`config.mk`:
```
export PLATFORM = sky130hd
export DESIGN_NAME = pgw_page_write_guard
export DESIGN_NICKNAME = d
export VERILOG_FILES = /design/src/core/pgw_pkg.sv /design/src/core/pgw_page_write_guard.sv /design/src/core/pgw_wp_guard.sv
export VERILOG_INCLUDE_DIRS = /design/src /design/src/core
export SDC_FILE = /design/constraint.sdc
export NUM_CORES = 1
export LEC_CHECK = 0
export ABC_AREA = 0
export BUFFER_PORTS_ARGS = -buffer_cell sky130_fd_sc_hd__buf_2
export CORE_MARGIN = 4
export CORE_UTILIZATION = 44
export DETAILED_ROUTE_END_ITERATION = 12
export GPL_TIMING_DRIVEN = 0
export PLACE_DENSITY_LB_ADDON = 0.15
export SYNTH_ARGS = -nofsm -noshare
export SYNTH_HDL_FRONTEND = slang
export SYNTH_SLANG_ARGS = --single-unit
```
`constraint.sdc`:
```
create_clock -name clk -period 3 [get_ports clk]
set_input_delay 0.3 -clock clk [delete_from_list [all_inputs] [get_ports clk]]
set_output_delay 0.3 -clock clk [all_outputs]
set_load 0.03 [all_outputs]
```
`src/core/pgw_regs.svh`:
```
// command codes, field layouts, reset values for the page and write guard
// assumes inclusion by bare name from the package and the core files
`ifndef PGW_REGS_SVH
`define PGW_REGS_SVH

`define PGW_CMD_PAGE         8'h00
`define PGW_CMD_OPERATION    8'h01
`define PGW_CMD_ON_OFF       8'h02
`define PGW_CMD_CLEAR        8'h03
`define PGW_CMD_WP           8'h10
`define PGW_CMD_STORE_ALL    8'h15
`define PGW_CMD_NV_UNLOCK    8'hbd
`define PGW_CMD_MASK         8'he4
`define PGW_CMD_LOG_RESTORE  8'heb
`define PGW_CMD_LOG_CLEAR    8'hec
`define PGW_CMD_LOG_STATE    8'hed
`define PGW_CMD_LOG_STREAM   8'hee
`define PGW_CMD_FAMILY       8'hef
`define PGW_CMD_RETRY        8'hf7
`define PGW_CMD_VOUT_MIN     8'hfb
`define PGW_CMD_VIN_MIN      8'hfc
`define PGW_CMD_TEMP_MIN     8'hfd

`define PGW_PAGE_LAST        8'h07
`define PGW_PAGE_BCAST       8'hff
`define PGW_WP_L1_CODE       8'h80
`define PGW_WP_L2_CODE       8'h40
`define PGW_WP_NONE_CODE     8'h00

`define PGW_PAGE_RST         8'h00
`define PGW_WP_RST           8'h00
`define PGW_MASK_RST         8'hff
`define PGW_RETRY_RST        8'h07

`define PGW_LOG_LEAD         16'h00ff
`define PGW_LOG_DATA_LEN     8'hff

`define PGW_SL_EXP_MSB       15
`define PGW_SL_EXP_LSB       11
`define PGW_SL_MAN_MSB       10
`define PGW_UV_EXP           5'h13

`endif

```
`src/core/pgw_pkg.sv`:
```
// types shared by the page and write guard core and its level checker
// assumes pgw_regs.svh is on the include path
`default_nettype none
`include "pgw_regs.svh"
package pgw_pkg;

    typedef enum logic [2:0] {
        PGW_SEND, PGW_WR_BYTE, PGW_WR_WORD, PGW_RD_BYTE, PGW_RD_WORD,
        PGW_RD_BLK_FIRST, PGW_RD_BLK_NEXT
    } pgw_kind_e;

    typedef enum logic [1:0] {PGW_FMT_REG, PGW_FMT_SL, PGW_FMT_UV} pgw_fmt_e;

    typedef enum logic [1:0] {PGW_LVL_NONE, PGW_LVL_2, PGW_LVL_1} pgw_lvl_e;

    // short linear word: exponent in the top five bits, mantissa below
    typedef struct packed {
        logic signed [4:0]  exp;
        logic signed [10:0] man;
    } pgw_sl_s;

    typedef struct packed {
        logic       valid;
        pgw_kind_e  kind;
        logic [7:0] code;
        logic [15:0] data;
    } pgw_cmd_s;

    typedef struct packed {
        logic        ack;
        logic        err;
        pgw_fmt_e    fmt;
        logic [15:0] data;
    } pgw_rsp_s;

    typedef struct packed {
        logic        valid;
        logic [7:0]  mask;
        logic [7:0]  code;
        logic [15:0] data;
    } pgw_chwr_s;

    typedef struct packed {
        logic [7:0][15:0] vout_min;
        pgw_sl_s          vin_min;
        pgw_sl_s          temp_min;
    } pgw_tel_s;

    function automatic logic pgw_is_paged(input logic [7:0] code);
        case (code)
            `PGW_CMD_OPERATION, `PGW_CMD_ON_OFF, `PGW_CMD_CLEAR, `PGW_CMD_VOUT_MIN,
            8'hd2, 8'hd3, 8'hdd, 8'he0, 8'he8, 8'he9: return 1'b1;
            default: return 1'b0;
        endcase
    endfunction

    function automatic logic pgw_is_bcastable(input logic [7:0] code);
        return (code == `PGW_CMD_CLEAR) || (code == `PGW_CMD_OPERATION) ||
               (code == `PGW_CMD_ON_OFF);
    endfunction

endpackage
`default_nettype wire

```
`src/core/pgw_page_write_guard.sv`:
```
// command decoder: channel paging, broadcast masking, write protection
// assumes an upstream serial slave that hands over one decoded command per strobe
`default_nettype none
`include "pgw_regs.svh"
module pgw_page_write_guard
    import pgw_pkg::*;
(
    // clock and reset
    input  wire logic      clk,
    input  wire logic      rstn,
    // decoded command port
    input  wire pgw_cmd_s  cmd,
    output pgw_rsp_s       rsp,
    // write-protect pin, asynchronous
    input  wire logic      wp_pin,
    // nonvolatile copy of the protection byte
    input  wire logic      nv_wp_load,
    input  wire logic [7:0] nv_wp_value,
    output logic [7:0]     wp_setting,
    // channel writes
    output pgw_chwr_s      chwr,
    // fault record store
    output logic           log_restore,
    output logic           log_clear,
    output logic [7:0]     log_addr,
    input  wire logic [7:0] log_byte,
    input  wire logic [7:0] log_state,
    // status and telemetry
    input  wire logic [7:0] family_flags,
    input  wire pgw_tel_s  tel,
    // settings and flags
    output logic [7:0]     retry_limit,
    output logic [7:0]     bcast_mask,
    output logic [7:0]     channel_select,
    output logic           cml_fault
);

    typedef struct packed {
        logic       wp_s1;
        logic       wp_s2;
        logic [7:0] page;
        logic [7:0] wp_byte;
        logic [7:0] mask;
        logic [7:0] retry;
        logic [7:0] blk_left;
        logic [7:0] log_addr;
        logic       cml;
        logic       log_restore;
        logic       log_clear;
        pgw_rsp_s   rsp;
        pgw_chwr_s  chwr;
    } pgw_st_s;

    localparam pgw_rsp_s RSP_IDLE = '{ack: 1'b0, err: 1'b0, fmt: PGW_FMT_REG,
                                      data: 16'h0000};
    localparam pgw_st_s ST_RST = '{wp_s1: 1'b0, wp_s2: 1'b0, page: `PGW_PAGE_RST,
                                   wp_byte: `PGW_WP_RST, mask: `PGW_MASK_RST,
                                   retry: `PGW_RETRY_RST, blk_left: 8'h00,
                                   log_addr: 8'h00, cml: 1'b0, log_restore: 1'b0,
                                   log_clear: 1'b0, rsp: RSP_IDLE, chwr: '0};

    pgw_st_s  st;
    pgw_st_s  next_st;
    pgw_lvl_e level;
    logic     permit;
    logic     is_wr;
    logic     bcast;
    logic     chan_ok;
    logic     paged;
    logic     set_cml;
    logic     clr_cml;

    pgw_wp_guard u_wp_guard (
        .wp_byte      (st.wp_byte),
        .wp_pin_level (st.wp_s2),
        .code         (cmd.code),
        .level        (level),
        .permit       (permit)
    );

    assign is_wr   = (cmd.kind == PGW_SEND) || (cmd.kind == PGW_WR_BYTE) ||
                     (cmd.kind == PGW_WR_WORD);
    assign bcast   = (st.page == `PGW_PAGE_BCAST);
    assign chan_ok = (st.page <= `PGW_PAGE_LAST);
    assign paged   = pgw_is_paged(cmd.code);

    always_comb begin
        next_st             = st;
        set_cml             = 1'b0;
        clr_cml             = 1'b0;
        // first stage feeds only the second
        next_st.wp_s1       = wp_pin;
        next_st.wp_s2       = st.wp_s1;
        next_st.rsp         = RSP_IDLE;
        next_st.chwr.valid  = 1'b0;
        next_st.log_restore = 1'b0;
        next_st.log_clear   = 1'b0;
        if (nv_wp_load) begin
            next_st.wp_byte = nv_wp_value;
        end
        if (cmd.valid) begin
            next_st.rsp.ack = 1'b1;
            if (is_wr) begin
                if (!permit) begin
                    next_st.rsp.err = 1'b1;
                    set_cml         = 1'b1;
                end else if (bcast && paged && !pgw_is_bcastable(cmd.code)) begin
                    next_st.rsp.err = 1'b1;
                    set_cml         = 1'b1;
                end else begin
                    case (cmd.code)
                        `PGW_CMD_PAGE: begin
                            next_st.page = cmd.data[7:0];
                        end
                        `PGW_CMD_WP: begin
                            next_st.wp_byte = cmd.data[7:0];
                        end
                        `PGW_CMD_MASK: begin
                            next_st.mask = cmd.data[7:0];
                        end
                        `PGW_CMD_RETRY: begin
                            next_st.retry = cmd.data[7:0];
                        end
                        `PGW_CMD_LOG_RESTORE: begin
                            next_st.log_restore = 1'b1;
                        end
                        `PGW_CMD_LOG_CLEAR: begin
                            next_st.log_clear = 1'b1;
                        end
                        `PGW_CMD_LOG_STATE, `PGW_CMD_LOG_STREAM, `PGW_CMD_FAMILY,
                        `PGW_CMD_VOUT_MIN, `PGW_CMD_VIN_MIN, `PGW_CMD_TEMP_MIN: begin
                            // read-only codes refuse writes
                            next_st.rsp.err = 1'b1;
                            set_cml         = 1'b1;
                        end
                        default: begin
                            next_st.chwr.valid = 1'b1;
                            next_st.chwr.code  = cmd.code;
                            next_st.chwr.data  = cmd.data;
                            if (!paged) begin
                                next_st.chwr.mask = 8'h00;
                            end else if (bcast) begin
                                next_st.chwr.mask = st.mask;
                            end else if (chan_ok) begin
                                next_st.chwr.mask = 8'h01 << st.page[2:0];
                            end else begin
                                next_st.chwr.mask = 8'h00;
                            end
                            if (cmd.code == `PGW_CMD_CLEAR) begin
                                clr_cml = 1'b1;
                            end
                        end
                    endcase
                end
            end else if (bcast && paged) begin
                next_st.rsp.err = 1'b1;
                set_cml         = 1'b1;
            end else begin
                case (cmd.code)
                    `PGW_CMD_PAGE:  next_st.rsp.data = {8'h00, st.page};
                    `PGW_CMD_WP:    next_st.rsp.data = {8'h00, st.wp_byte};
                    `PGW_CMD_MASK:  next_st.rsp.data = {8'h00, st.mask};
                    `PGW_CMD_RETRY: next_st.rsp.data = {8'h00, st.retry};
                    `PGW_CMD_LOG_STATE: next_st.rsp.data = {8'h00, log_state};
                    `PGW_CMD_FAMILY: next_st.rsp.data = {8'h00, family_flags};
                    `PGW_CMD_VOUT_MIN: begin
                        next_st.rsp.fmt = PGW_FMT_UV;
                        if (chan_ok) begin
                            next_st.rsp.data = tel.vout_min[st.page[2:0]];
                        end else begin
                            next_st.rsp.err = 1'b1;
                        end
                    end
                    `PGW_CMD_VIN_MIN: begin
                        next_st.rsp.fmt  = PGW_FMT_SL;
                        next_st.rsp.data = tel.vin_min;
                    end
                    `PGW_CMD_TEMP_MIN: begin
                        next_st.rsp.fmt  = PGW_FMT_SL;
                        next_st.rsp.data = tel.temp_min;
                    end
                    `PGW_CMD_LOG_STREAM: begin
                        if (cmd.kind == PGW_RD_BLK_FIRST) begin
                            next_st.rsp.data = `PGW_LOG_LEAD;
                            next_st.blk_left = `PGW_LOG_DATA_LEN;
                            next_st.log_addr = 8'h00;
                        end else if (cmd.kind == PGW_RD_BLK_NEXT && st.blk_left != 8'h00) begin
                            next_st.rsp.data = {8'h00, log_byte};
                            next_st.blk_left = st.blk_left - 8'h01;
                            next_st.log_addr = st.log_addr + 8'h01;
                        end else begin
                            next_st.rsp.err = 1'b1;
                        end
                    end
                    default: begin
                        next_st.rsp.err = 1'b1;
                    end
                endcase
            end
        end
        // set wins over clear
        next_st.cml = set_cml | (st.cml & ~clr_cml);
    end

    always_ff @(posedge clk or negedge rstn) begin
        if (!rstn) begin
            st <= ST_RST;
        end else begin
            st <= next_st;
        end
    end

    assign rsp            = st.rsp;
    assign chwr           = st.chwr;
    assign wp_setting     = st.wp_byte;
    assign log_restore    = st.log_restore;
    assign log_clear      = st.log_clear;
    assign log_addr       = st.log_addr;
    assign retry_limit    = st.retry;
    assign bcast_mask     = st.mask;
    assign channel_select = st.page;
    assign cml_fault      = st.cml;
endmodule
`default_nettype wire

```
`src/core/pgw_wp_guard.sv`:
```
// effective write-protect level and per-command write permission
// assumes a synchronised pin level and the stored protection byte
`default_nettype none
`include "pgw_regs.svh"
module pgw_wp_guard
    import pgw_pkg::*;
(
    // protection sources
    input  wire logic [7:0] wp_byte,
    input  wire logic       wp_pin_level,
    // command under test
    input  wire logic [7:0] code,
    // verdict
    output pgw_lvl_e        level,
    output logic            permit
);

    pgw_lvl_e byte_level;
    logic     l1_ok;
    logic     l2_ok;

    always_comb begin
        case (wp_byte)
            `PGW_WP_L1_CODE: byte_level = PGW_LVL_1;
            `PGW_WP_L2_CODE: byte_level = PGW_LVL_2;
            default:         byte_level = PGW_LVL_NONE;
        endcase
        if (wp_pin_level && byte_level == PGW_LVL_NONE) begin
            level = PGW_LVL_2;
        end else begin
            level = byte_level;
        end
        l1_ok = (code == `PGW_CMD_WP) || (code == `PGW_CMD_PAGE) ||
                (code == `PGW_CMD_NV_UNLOCK) || (code == `PGW_CMD_STORE_ALL);
        l2_ok = l1_ok || (code == `PGW_CMD_OPERATION) || (code == `PGW_CMD_MASK) ||
                (code == `PGW_CMD_CLEAR);
        case (level)
            PGW_LVL_1: permit = l1_ok;
            PGW_LVL_2: permit = l2_ok;
            default:   permit = 1'b1;
        endcase
    end

endmodule
`default_nettype wire

```
==> summary.txt, run 1 <==
Run status
  • Outcome: finished with violations
  • Failing checks: negative hold slack, negative setup slack

Synthesis
  • Syn_area_per_cell: 10.7 µm²
  • Synth cell count leaders: buf_4, dfrtp_1, mux2_2
  • Syn Inst Count: about 680
  • Synth Register Bits: 106
  • Syn_nets: 904
  • Post-synth ARST share: 100%
  • Synth area leaders: dfrtp_1, mux2_2, buf_4
  • Cell taking the most area after synthesis: dfrtp_1
  • Top FF cell, synth: dfrtp_1
  • Synth cell types: 63
  • Mapped Area: 7260 µm²
  • Most common cell in the netlist: buf_4
  • Sequential-to-total area share from yosys stat: 36.7%
  • Number of flops mapped to enable cells by yosys: 0
  • Warnings, synthesis: 0
  • Top-area cell type share of the netlist area: 32.8%

Final layout
  • NumNets Final: 1,243
  • Multi-input logic area: ~3700 µm²
  • Number of fill cells: approximately 1,400
  • Area Growth Syn to Fin: 33.7%
  • Finished Cell Area: 9700 µm²
  • Fraction of layout cells with a size suffix above 1: between 50% and 60%
  • FF+latch area: ~2700 µm²

Clock network
  • Clock sink total: 106
  • H-tree levels: 3
  • CTS Buf Count: 9
  • Clk pin slew, worst setup/hold paths: 0.08 ns
  • CTS tree: built
  • Clk_lat worst skew: 0.36 ns
  • CTS Buffer Depth: 2
  • Clock root buffer: clkbuf_16

Global routing
  • First-pass GRT wire length: ~40 mm
  • Vias in the first global route: 6,627
  • Antenna violations before repair: 4
  • Largest net degree at the start of global routing: 56
  • Gr ovfl total: 0
  • GRT Total Usage: around 28%

Routing
  • Router iterations before antenna repair: 8
  • Drt initial violations: 639
  • Vias per cell: 5.50
  • Remaining antenna violation count after routing: 0
  • Wirelength per Cell: 21.5 µm
  • Drt drc: 0
  • Final wirelength: 26.6 mm
  • Vias post-DR: 6,814

Min path
  • Min-delay worst type: in2async

Floorplanning
  • Num rows: 46
  • Initial Util: 45.4%
  • Die Area: 18,600 µm²
  • I/O Pins: 320
  • Die height: 136 µm
  • Core Region: 16,000 µm²
  • Die X: 136 µm

Worst setup path
  • Crit. End Element: register
  • Worst Setup Start Kind: register
  • Critical Path RT: 3.24 ns
  • Crit-path max FO: 8
  • Worst Path Arrival: approximately 3.4 ns
  • CP Class: reg2reg

STA
  • Setup ws final: -0.105 ns
  • Fin. Hold Viols: 8
  • Worst slew pin tran: 0.840 ns
  • TNS Setup: -3.08 ns
  • Hold slack: -0.0253 ns
  • Fmax: 322 MHz
  • RSZ-0062 raised after global routing: true
  • Fin crit period: 3.10 ns
  • Ratio of final minimum period to clock period: 103%
  • Relative slew slack: 43.5%
  • Pins Over Slew Limit: 0
  • Endpoints failing setup: 47
  • Clock skew: 0.0111 ns

Power
  • Maximum vdd drop: 346 µV
  • Clk pwr share: 32.5%
  • Switch Pwr: 1200 µW
  • Sw frac: 30.0%
  • Design Power: 4020 µW
  • Logic pwr share: 27.2%
  • Sequential power share: 40.3%
  • PD cells: between 400 and 500 nW/µm²
  • P_int: 2820 µW
  • Lkg Pwr: 0.00471 µW

Placement
  • Cell Area, Placed: a little over 9000 µm²
  • Pre-CTS setup slack: -0.591 ns
  • Post-DP HPWL: 21.5 mm
  • Final GP Congestion: 1.00
  • IO buf count: 314

Job
  • Max cap viols: 0
==> placed cells by master, fill, tap and decap left out, types with 9 or more instances in the layout <==
| cell | Yosys | routed |
|---|---|---|
| nand2_1 | 31 | 31 |
| buf_4 | 97 | 105 |
| nor3_1 | 10 | 10 |
| clkbuf_1 | 13 | 13 |
| and3_1 | 11 | 11 |
| mux2_2 | 83 | 81 |
| mux4_2 | 32 | 32 |
| o21ai_0 | 35 | 34 |
| dfstp_2 | 11 | 11 |
| buf_2 | 12 | 325 |
| clkbuf_16 | 0 | 9 |
| a31oi_1 | 10 | 10 |
| nor2_1 | 56 | 56 |
| inv_1 | 11 | 10 |
| dfrtp_1 | 95 | 94 |
| mux2i_1 | 16 | 16 |
| a22oi_1 | 14 | 14 |
| nand3_1 | 10 | 10 |
==> per-stage QoR <==
stage / std cells / utilization [%]
3_3_place_gp: 1206 / 56.9
4_1_cts: 1230 / 59.8
5_1_grt: 1238 / 60.6
2_1_floorplan: 676 / -
3_5_place_dp: 1207 / 57.1
6_report: 1238 / 60.6
==> final timing paths <==
path,start,to,slack (ns),cells after the start
min in group clk,wp_pin,next_st[104]$_DFF_PN0_,0.04,1
setup / recovery,wp_setting[4]$_DFF_PN0_,channel_select[4]$_DFFE_PN0P_,-0.10,14
setup reg to reg,wp_setting[4]$_DFF_PN0_,channel_select[4]$_DFFE_PN0P_,-0.10,14
max in group asynchronous,rstn,bcast_mask[5]$_DFFE_PN1P_,2.24,2
hold / removal,rstn,log_addr[7]$_DFFE_PN0P_,-0.03,1
hold reg to reg,next_st[104]$_DFF_PN0_,st[104]$_DFF_PN0_,0.35,0
==> registers in the layout, summed over array words and instances, names as in the netlist <==
| signal | cells |
|---|---|
| chwr | 33 |
| rsp | 20 |
| st | 9 |
| bcast_mask | 8 |
| channel_select | 8 |
| log_addr | 8 |
| retry_limit | 8 |
| wp_setting | 8 |
| cml_fault | 1 |
| log_clear | 1 |
| log_restore | 1 |
| next_st | 1 |
==> power groups by stage <==
stage               registers (µW)  clock network (µW)  logic (µW)
finish                        1620                1310        1090
global route                  1630                1380        1170
CTS                           1620                1330        1080
detailed placement            1640                   0        1060
global placement              1640                   0        1050
floorplan                     1620                   0         695
==> routing by layer <==
metal / share of wire [%] / global-route usage [%]
met1: 44 / 40.1
met2: 46 / 42.8
met3: 8.8 / 7.81
met4: 1.5 / 6.22
met5: 0.10 / 0
==> cell type report <==
| type | count | share of cell area [%] |
|---|---|---|
| well taps | 216 | 2.79 |
| plain buffers | 133 | 9.75 |
| clock buffers | 10 | 2.36 |
| flip-flops and latches | 106 | 27.5 |
| repair buffers | 328 | 18.1 |
| inverters | 11 | 0.426 |
| clock inverters | 6 | 1.01 |
| multi-input cells | 426 | 38.1 |
| diodes | 2 | 0.0516 |
==> logic make-up (layout without fill, tap and decap cells) <==
| logic type | count (synthesis) | after routing | share of synthesized area [%] |
|---|---|---|---|
| buf+inv | 144 | 488 | 13.2 |
| mux | 132 | 132 | 25.2 |
| simple gates | 167 | 167 | 12.0 |
| flops | 106 | 106 | 36.7 |
| other cells | 0 | 2 | 0 |
| compound gates | 121 | 121 | 11.9 |
| fa+ha+maj | 4 | 4 | 0.690 |
| xor+xnor | 2 | 2 | 0.241 |
==> timing repair <==
item / CTS / global route
buffers inserted: 7 / 7
pin swaps: 5 / 8
endpoints found under the setup margin: 65 / 65
gates resized for setup: 13 / 14
hold buffers: 0 / 0
==> worst max-delay path: stages (launching register included) <==
cell       delay [ns]
dfrtp_2          0.43
nor4_4           0.28
nand2_1          0.10
o21ai_1          0.14
o21a_1           0.24
inv_2            0.07
ha_4             0.16
or2_4            0.24
o2111ai_2        0.07
nand4b_1         0.22
o211ai_4         0.35
buf_6            0.17
nor3_4           0.05
buf_12           0.17
mux2_4           0.29
Note: power is estimated with default switching activity, not from simulation.
==> run 2: changes to the inputs <==
ABC_AREA = 1   (was 0)
HOLD_SLACK_MARGIN = 0.06   (was not set)
==> run 2 against run 1 <==
- the flow now finishes without violations
- sequential power fell by 3%
- largest power group unchanged
- core utilization fell by 1.2 points
- critical path depth rose by 1
- power fell by 5.3%
==> summary.txt, run 2 <==
Run status
  • Outcome: finished clean

Final layout
  • NumNets Final: 1,551 (+25%)
  • Finished Cell Area: 9540 µm² (-1.7%)
  • Commonest non-fill, non-tap cells in the layout: buf_2, nand2_1, buf_4
  • Non-Filler Instances: 1,549 (+25%)
  • Max reg flops: 33 (unchanged)
  • Fraction of layout cells with a size suffix above 1: 37.3% (-22 points)
  • Commonest non-fill, non-tap cell in the layout: buf_2
  • Multi-input logic area: 3380 µm² (-8.4%)
  • Area Growth Syn to Fin: 31.3%
  • FF+latch area: 2670 µm² (about the same)
  • Number of fill cells: 1,581 (+10%)

Min path
  • Min-delay worst type: in2reg

Synthesis
  • Synth area leaders: dfrtp_1, nand2_1, buf_4
  • Top-area cell type share of the netlist area: 32.7% (-0.039 points)
  • Simple-gate share of the synthesized area: 27.4% (+15 points)
  • Syn_nets: 1,218 (+35%)
  • Most common cell in the netlist: nand2_1
  • Number of flops mapped to enable cells by yosys: 0 (unchanged)
  • Top FF cell, synth: dfrtp_1
  • Post-Synth Adder-Cell Area: 0.689% (-0.00083 points)
  • Synth cell types: 37 (-41%)
  • Synth Register Bits: 106 (unchanged)
  • Post-Synth XOR/XNOR Area: 0% (-0.24 points)
  • Mapped Area: 7270 µm² (+0.12%)
  • Synth cell count leaders: nand2_1, buf_4, o21ai_0
  • Warnings, synthesis: 0 (unchanged)
  • Post-synth ARST share: 100% (unchanged)
  • Synth Area in Compound Gates: 18.3% (+6.4 points)
  • Cell taking the most area after synthesis: dfrtp_1
  • Syn Inst Count: 990 (+46%)
  • Largest family of logic cells by synthesized area: simple AND/OR/NAND/NOR gates
  • Syn_area_per_cell: 7.34 µm² (-32%)
  • Share of synthesized area spent on multiplexers: 0% (-25 points)
  • Sequential-to-total area share from yosys stat: 36.7% (-0.044 points)

Global routing
  • Gr busiest metal: met2
  • Antenna violations before repair: 5 (+1)
  • First-pass GRT wire length: 41.6 mm (+6.5%)
  • Vias in the first global route: 7,514 (+13%)
  • GRT Total Usage: 29.2% (+1.1 points)
  • Met2 usage: 47.8% (+5.0 points)
  • Gr ovfl total: 0 (unchanged)
  • Largest net degree at the start of global routing: 66 (+18%)
  • Met1 usage: 39.4% (-0.75 points)
  • Met3 Resource Use GR: 4.52% (-3.3 points)

STA
  • Worst slew pin tran: 0.719 ns (-0.121 ns)
  • Fmax: 382 MHz (+18%)
  • Ratio of final minimum period to clock period: 87.4% (-16 points)
  • Fin. Hold Viols: 0 (-8)
  • Endpoints failing setup: 0 (-100%)
  • RSZ-0062 raised after global routing: false
  • TNS Setup: 0 ns (+3.08 ns)
  • Relative slew slack: 51.9% (+8.4 points)
  • Pins Over Slew Limit: 0 (unchanged)
  • Clock skew: 0.00571 ns (-0.00543 ns)
  • Fin crit period: 2.62 ns (-0.484 ns)
  • Setup ws final: 0.379 ns (+0.484 ns)

Clock network
  • Post-CTS Setup Bufs: 0 (-7)
  • CTS Buf Count: 9 (unchanged)
  • Clk_lat worst skew: 0.35 ns (about the same)
  • Clock sink total: 106 (unchanged)
  • Clk pin slew, worst setup/hold paths: 0.07 ns (about the same)
  • H-tree levels: 3 (unchanged)
  • CTS Buffer Depth: 2 (unchanged)
  • CTS tree: built
  • Clock root buffer: clkbuf_16

Floorplanning
  • I/O Pins: 320 (unchanged)
  • Die Area: 18,600 µm² (+0.11%)
  • Core Region: 16,100 µm² (+0.36%)
  • Num rows: 46 (unchanged)
  • Initial Util: 45.2% (-0.11 points)
  • Die height: 137 µm (about the same)
  • Die X: 137 µm (about the same)

Worst setup path
  • Crit. End Element: register
  • Critical Path RT: 3.24 ns (about the same)
  • Worst Setup Start Kind: register
  • Crit path cell chain: inv_1, nand4_1, nor4_2, inv_1, a21oi_1, inv_1, ha_1, inv_1, nand2_1, inv_1, nand2_2, nand3_4, buf_1, o21ai_0, nand2_1
  • Slowest cell on crit path: dfrtp_1
  • CP max stage delay: 0.39 ns (-0.04 ns)
  • Most frequent cell on the critical path: inv_1
  • Worst Path Arrival: 2.86 ns (-0.49 ns)
  • CP Class: reg2reg
  • Crit-path max FO: 10 (+2)

Routing
  • Router iterations before antenna repair: 5 (-3)
  • Vias post-DR: 8,011 (+18%)
  • Drt initial violations: 544 (-15%)
  • Vias per cell: 5.17 (-6.0%)
  • Wirelength per Cell: 18.3 µm (-15%)
  • Remaining antenna violation count after routing: 0 (unchanged)
  • Drt drc: 0 (unchanged)
  • Final wirelength: 28.4 mm (+6.8%)

Placement
  • Post-DP HPWL: 22.7 mm (+5.7%)
  • Placed insts: 1,526 (+26%)
  • Final GP Congestion: 0.918 (-8.4%)
  • IO buf count: 319 (+1.6%)
  • Cell Area, Placed: 9160 µm² (+0.37%)
  • Pre-CTS setup slack: 0.222 ns (+0.813 ns)

Power
  • Switch Pwr: 1110 µW (-7.4%)
  • Sw frac: 29.3% (-0.68 points)
  • Design Power: 3810 µW (-5.3%)
  • Lkg Pwr: 0.00516 µW (+9.6%)
  • Clk pwr share: 35.3% (+2.8 points)
  • PD cells: 399 nW/µm² (-3.7%)
  • Maximum vdd drop: 396 µV (+15%)
  • Sequential power share: 41.4% (+1.1 points)
  • Logic pwr share: 23.3% (-3.9 points)
  • P_int: 2690 µW (-4.4%)

Job
  • Max cap viols: 0 (unchanged)
run 2: changes by cell type in the layout (fill, tap and decap cells not counted), sizes merged, moves of 20 or more:
cell / previous run / this run
o22ai: 5 / 62
inv: 13 / 82
nand3: 10 / 72
mux2: 84 / 0
nand2: 32 / 249
nor2: 56 / 83
a21oi: 7 / 27
mux4: 32 / 0
o21ai: 35 / 97
run 2: stage by stage:
stage	util, %	hold WS, ns
floorplan	-	0.00441
global placement	56.9	0.333
detailed placement	57.1	0.337
CTS	59.3	0.142
global route	59.4	0.161
finish	59.4	0.146
run 2: cell type report:
type	count	share of cell area (%)
multi-input cells	668	35.5
plain buffers	132	9.51
clock buffers	13	2.83
clock inverters	3	0.721
flip-flops and latches	106	27.9
inverters	84	3.30
well taps	216	2.83
repair buffers	322	17.3
diodes	5	0.131
run 2: worst paths after layout:
check / depth (start not counted) / slack [ns] / from / end
worst min-delay path: 3 / 0.15 / cmd[8] / chwr[8]$_DFFE_PN0P_
worst max-delay path: 15 / 0.38 / wp_setting[1]$_DFF_PN0_ / chwr[6]$_DFFE_PN0P_
worst max register to register: 15 / 0.38 / wp_setting[1]$_DFF_PN0_ / chwr[6]$_DFFE_PN0P_
max in group asynchronous: 3 / 1.71 / rstn / bcast_mask[0]$_DFFE_PN1P_
min in group asynchronous: 2 / 0.51 / rstn / rsp[8]$_DFF_PN0_
worst min register to register: 0 / 0.36 / next_st[104]$_DFF_PN0_ / st[104]$_DFF_PN0_
run 2: kinds of logic (layout without fill, tap and decap cells):
logic type,after synthesis,after routing
AO/OA/AOI/OAI,225,225
adder cells (fa/ha/maj),4,4
buffers and inverters,216,554
flip-flops,106,106
other,0,5
AND/OR/NAND/NOR,439,439
run 2: power by group through the flow:
stage,Combinational [µW],Clock [µW],Sequential (µW)
detailed placement,886,0,1600
finish,889,1340,1570
global placement,870,0,1600
CTS,891,1370,1570
global route,963,1430,1590
floorplan,533,0,1580
run 2: critical path, delay by kind of cell, from the launching register on:
kind / cells / cell delay (ns)
AO/OA/AOI/OAI: 2 / 0.40
adder cells (fa/ha/maj): 1 / 0.27
buffers and inverters: 6 / 0.65
flip-flops: 1 / 0.39
AND/OR/NAND/NOR: 6 / 0.81
run 2: per-layer routing:
metal / wire length [µm] / up-vias
li1: - / 3909
met1: 11800 / 3715
met2: 13800 / 343
met3: 2130 / 42
met4: 718 / 2
met5: 7 / -
run 2: what timing repair did:
item	in CTS	in global routing
endpoints found under the hold margin	42	0
resized for setup	0	2
hold buffers	2	0
endpoints found under the setup margin	0	20
==> run 3: changes to the inputs <==
--- a/config.mk
+++ b/config.mk
@@ -15,3 +15,3 @@
 export HOLD_SLACK_MARGIN = 0.06
-export PLACE_DENSITY_LB_ADDON = 0.15
+export PLACE_DENSITY = 0.78
 export SYNTH_ARGS = -nofsm -noshare
==> constraint.sdc (replaced) <==
create_clock -name clk -period 3 [get_ports clk]
set_input_delay 0.15 -clock clk [delete_from_list [all_inputs] [get_ports clk]]
set_output_delay 0.15 -clock clk [all_outputs]
set_load 0.03 [all_outputs]
==> run 3 against run 2 <==
- core utilization up 0.50 points
- critical endpoint is now chwr[17]$_DFFE_PN0P_
- die area is the same
- critical path depth stayed put
- clock power shrank 4%
- register-to-register slack worse by 0.05 ns
==> summary.txt, run 3 (synthesis gave the netlist of run 2 again) <==
Clock network
  • Post-CTS Setup Bufs: 0 (unchanged)
  • CTS Buffer Depth: 2 (unchanged)
  • Clock root buffer: clkbuf_16
  • CTS Buf Count: 9 (unchanged)
  • Clk pin slew, worst setup/hold paths: 0.07 ns (about the same)
  • Clock sink total: 106 (unchanged)
  • H-tree levels: 3 (unchanged)
  • Clk_lat worst skew: 0.36 ns (about the same)
  • CTS tree: built

Worst setup path
  • Crit path cell chain: inv_1, nand4_1, nor4_2, inv_1, a21oi_1, inv_1, ha_1, inv_1, nand2_1, inv_1, nand2_2, nand3_4, clkbuf_1, o21ai_0, nand2_1
  • Slowest cell on crit path: dfrtp_1
  • Crit-path max FO: 10 (unchanged)
  • Worst flop-to-flop path startpoint: wp_setting[1]$_DFF_PN0_
  • CP max stage delay: 0.39 ns (about the same)
  • R2r endpoint: chwr[17]$_DFFE_PN0P_
  • CP Class: reg2reg
  • Critical Path RT: 3.24 ns (about the same)
  • Crit. End Element: register
  • Flop2flop setup slack: 0.33 ns (-0.05 ns)
  • Most frequent cell on the critical path: inv_1
  • Worst Path Arrival: 2.92 ns (+0.06 ns)
  • Worst-case reg-to-reg path depth: 15 (unchanged)
  • Worst Setup Start Kind: register

Floorplanning
  • Num rows: 46 (unchanged)
  • Die X: 137 µm (unchanged)
  • Core Region: 16,100 µm² (unchanged)
  • Die Area: 18,600 µm² (unchanged)
  • I/O Pins: 320 (unchanged)
  • Initial Util: 45.2% (unchanged)
  • Die height: 137 µm (unchanged)

Power
  • Switch Pwr: 1130 µW (+1.3%)
  • PD cells: 391 nW/µm² (-2.1%)
  • Maximum vdd drop: 371 µV (-6.4%)
  • Design Power: 3760 µW (-1.3%)
  • Sequential power share: 42.0% (+0.6 points)
  • Clk pwr share: 34.2% (-1.1 points)
  • Sw frac: 30.0% (+0.77 points)
  • Lkg Pwr: 0.00520 µW (+0.64%)
  • P_int: 2630 µW (-2.4%)
  • Logic pwr share: 23.8% (+0.5 points)

Final layout
  • Post-layout util: 59.9% (+0.50 points)
  • FF+latch area: 2670 µm² (unchanged)
  • Multi-input logic area: 3380 µm² (unchanged)
  • Finished Cell Area: 9620 µm² (+0.84%)
  • NumNets Final: 1,562 (+0.71%)
  • Commonest non-fill, non-tap cells in the layout: buf_2, nand2_1, buf_4
  • Commonest non-fill, non-tap cell in the layout: buf_2
  • Max reg flops: 33 (unchanged)
  • Area Growth Syn to Fin: 32.4%
  • Number of fill cells: 1,524 (-3.6%)
  • Fraction of layout cells with a size suffix above 1: 36.9% (-0.38 points)

STA
  • Fmax: 374 MHz (-1.9%)
  • Clock skew: 0.00742 ns (+0.00171 ns)
  • Fin crit period: 2.67 ns (+0.0498 ns)
  • Endpoints failing setup: 0 (unchanged)
  • Pins Over Slew Limit: 0 (unchanged)
  • Hold slack: 0.0670 ns (-0.0792 ns)
  • Worst slew pin tran: 0.749 ns (+0.0300 ns)
  • Fin. Hold Viols: 0 (unchanged)
  • Setup ws final: 0.329 ns (-0.0498 ns)
  • Relative slew slack: 49.9% (-2.0 points)
  • Ratio of final minimum period to clock period: 89.0% (+1.7 points)

Min path
  • Min-delay worst type: in2reg
  • HP Start: cmd[20]
  • Worst hold endpoint: chwr[20]$_DFFE_PN0P_
  • WHS Path Cells: 3 (unchanged)

Routing
  • Vias post-DR: 8,189 (+2.2%)
  • Vias per cell: 5.25 (+1.6%)
  • Drt initial violations: 565 (+3.9%)
  • Wirelength per Cell: 18.1 µm (-1.4%)
  • Router iterations before antenna repair: 5 (unchanged)
  • Final wirelength: 28.1 mm (-0.76%)
  • Drt drc: 0 (unchanged)
  • Remaining antenna violation count after routing: 0 (unchanged)

Global routing
  • First-pass GRT wire length: 41.6 mm (about the same)
  • Antenna violations before repair: 3 (-2)
  • Largest net degree at the start of global routing: 56 (-15%)
  • GRT Total Usage: 29.1% (-0.11 points)
  • Vias in the first global route: 7,736 (+3.0%)
  • Gr ovfl total: 0 (unchanged)

Placement
  • Post-DP HPWL: 22.4 mm (-1.6%)
  • Cell Area, Placed: 9160 µm² (unchanged)
  • Pre-CTS setup slack: 0.306 ns (+0.0841 ns)
  • IO buf count: 319 (unchanged)
  • Final GP Congestion: 0.904 (-1.5%)

Run status
  • Outcome: finished clean

Job
  • Max cap viols: 0 (unchanged)
[run 3: metal layers]
metal	GRT usage, %	wire length (µm)	vias to the layer above
li1	-	-	3921
met1	36.9	11100	3773
met2	48.8	13900	429
met3	3.86	2030	66
met4	14.2	1090	0
met5	0	0	-
[run 3: final cells by class]
class,instances,share of cell area (%)
inverter,84,3.28
buffer,132,9.43
multi-input combinational,668,35.2
tap,216,2.81
sequential,106,27.7
clock inverter,5,0.819
timing repair buffer,333,18.3
clock buffer,11,2.42
antenna,4,0.104
[run 3: worst max-delay path, delay by kind of cell, from the launching register on]
kind                       cells  cell delay [ns]
and+or+nand+nor                6             0.78
buffers and inverters          6             0.69
AOI/OAI and AO/OA              2             0.42
DFF                            1             0.39
adders and majority gates      1             0.27
[run 3: worst max-delay path by stage]
stage / startpoint / endpoint
floorplan: wp_setting[4]$_DFF_PN0_ / chwr[0]$_DFFE_PN0P_
global placement: wp_setting[1]$_DFF_PN0_ / chwr[12]$_DFFE_PN0P_
detailed placement: wp_setting[1]$_DFF_PN0_ / chwr[16]$_DFFE_PN0P_
CTS: wp_setting[1]$_DFF_PN0_ / chwr[16]$_DFFE_PN0P_
global route: wp_setting[3]$_DFF_PN0_ / chwr[30]$_DFFE_PN0P_
finish: wp_setting[1]$_DFF_PN0_ / chwr[17]$_DFFE_PN0P_
[run 3: metrics by stage]
stage	std cells	TNS [ns]
finish	1559	0
global route	1558	-0.000308
CTS	1555	0
detailed placement	1526	0
global placement	1525	0
floorplan	990	0
[run 3: what timing repair did]
item,CTS,global route
hold buffers,13,0
gates resized for setup,0,1
setup endpoints to repair,0,37
endpoints found under the hold margin,60,0
[run 3: power by group through the flow]
stage	sequential [µW]	combinational (µW)	clock, µW
after floorplan	1580	533	0
after global placement	1600	860	0
after detailed placement	1600	879	0
after CTS	1580	894	1300
after global routing	1590	967	1350
final	1580	895	1290
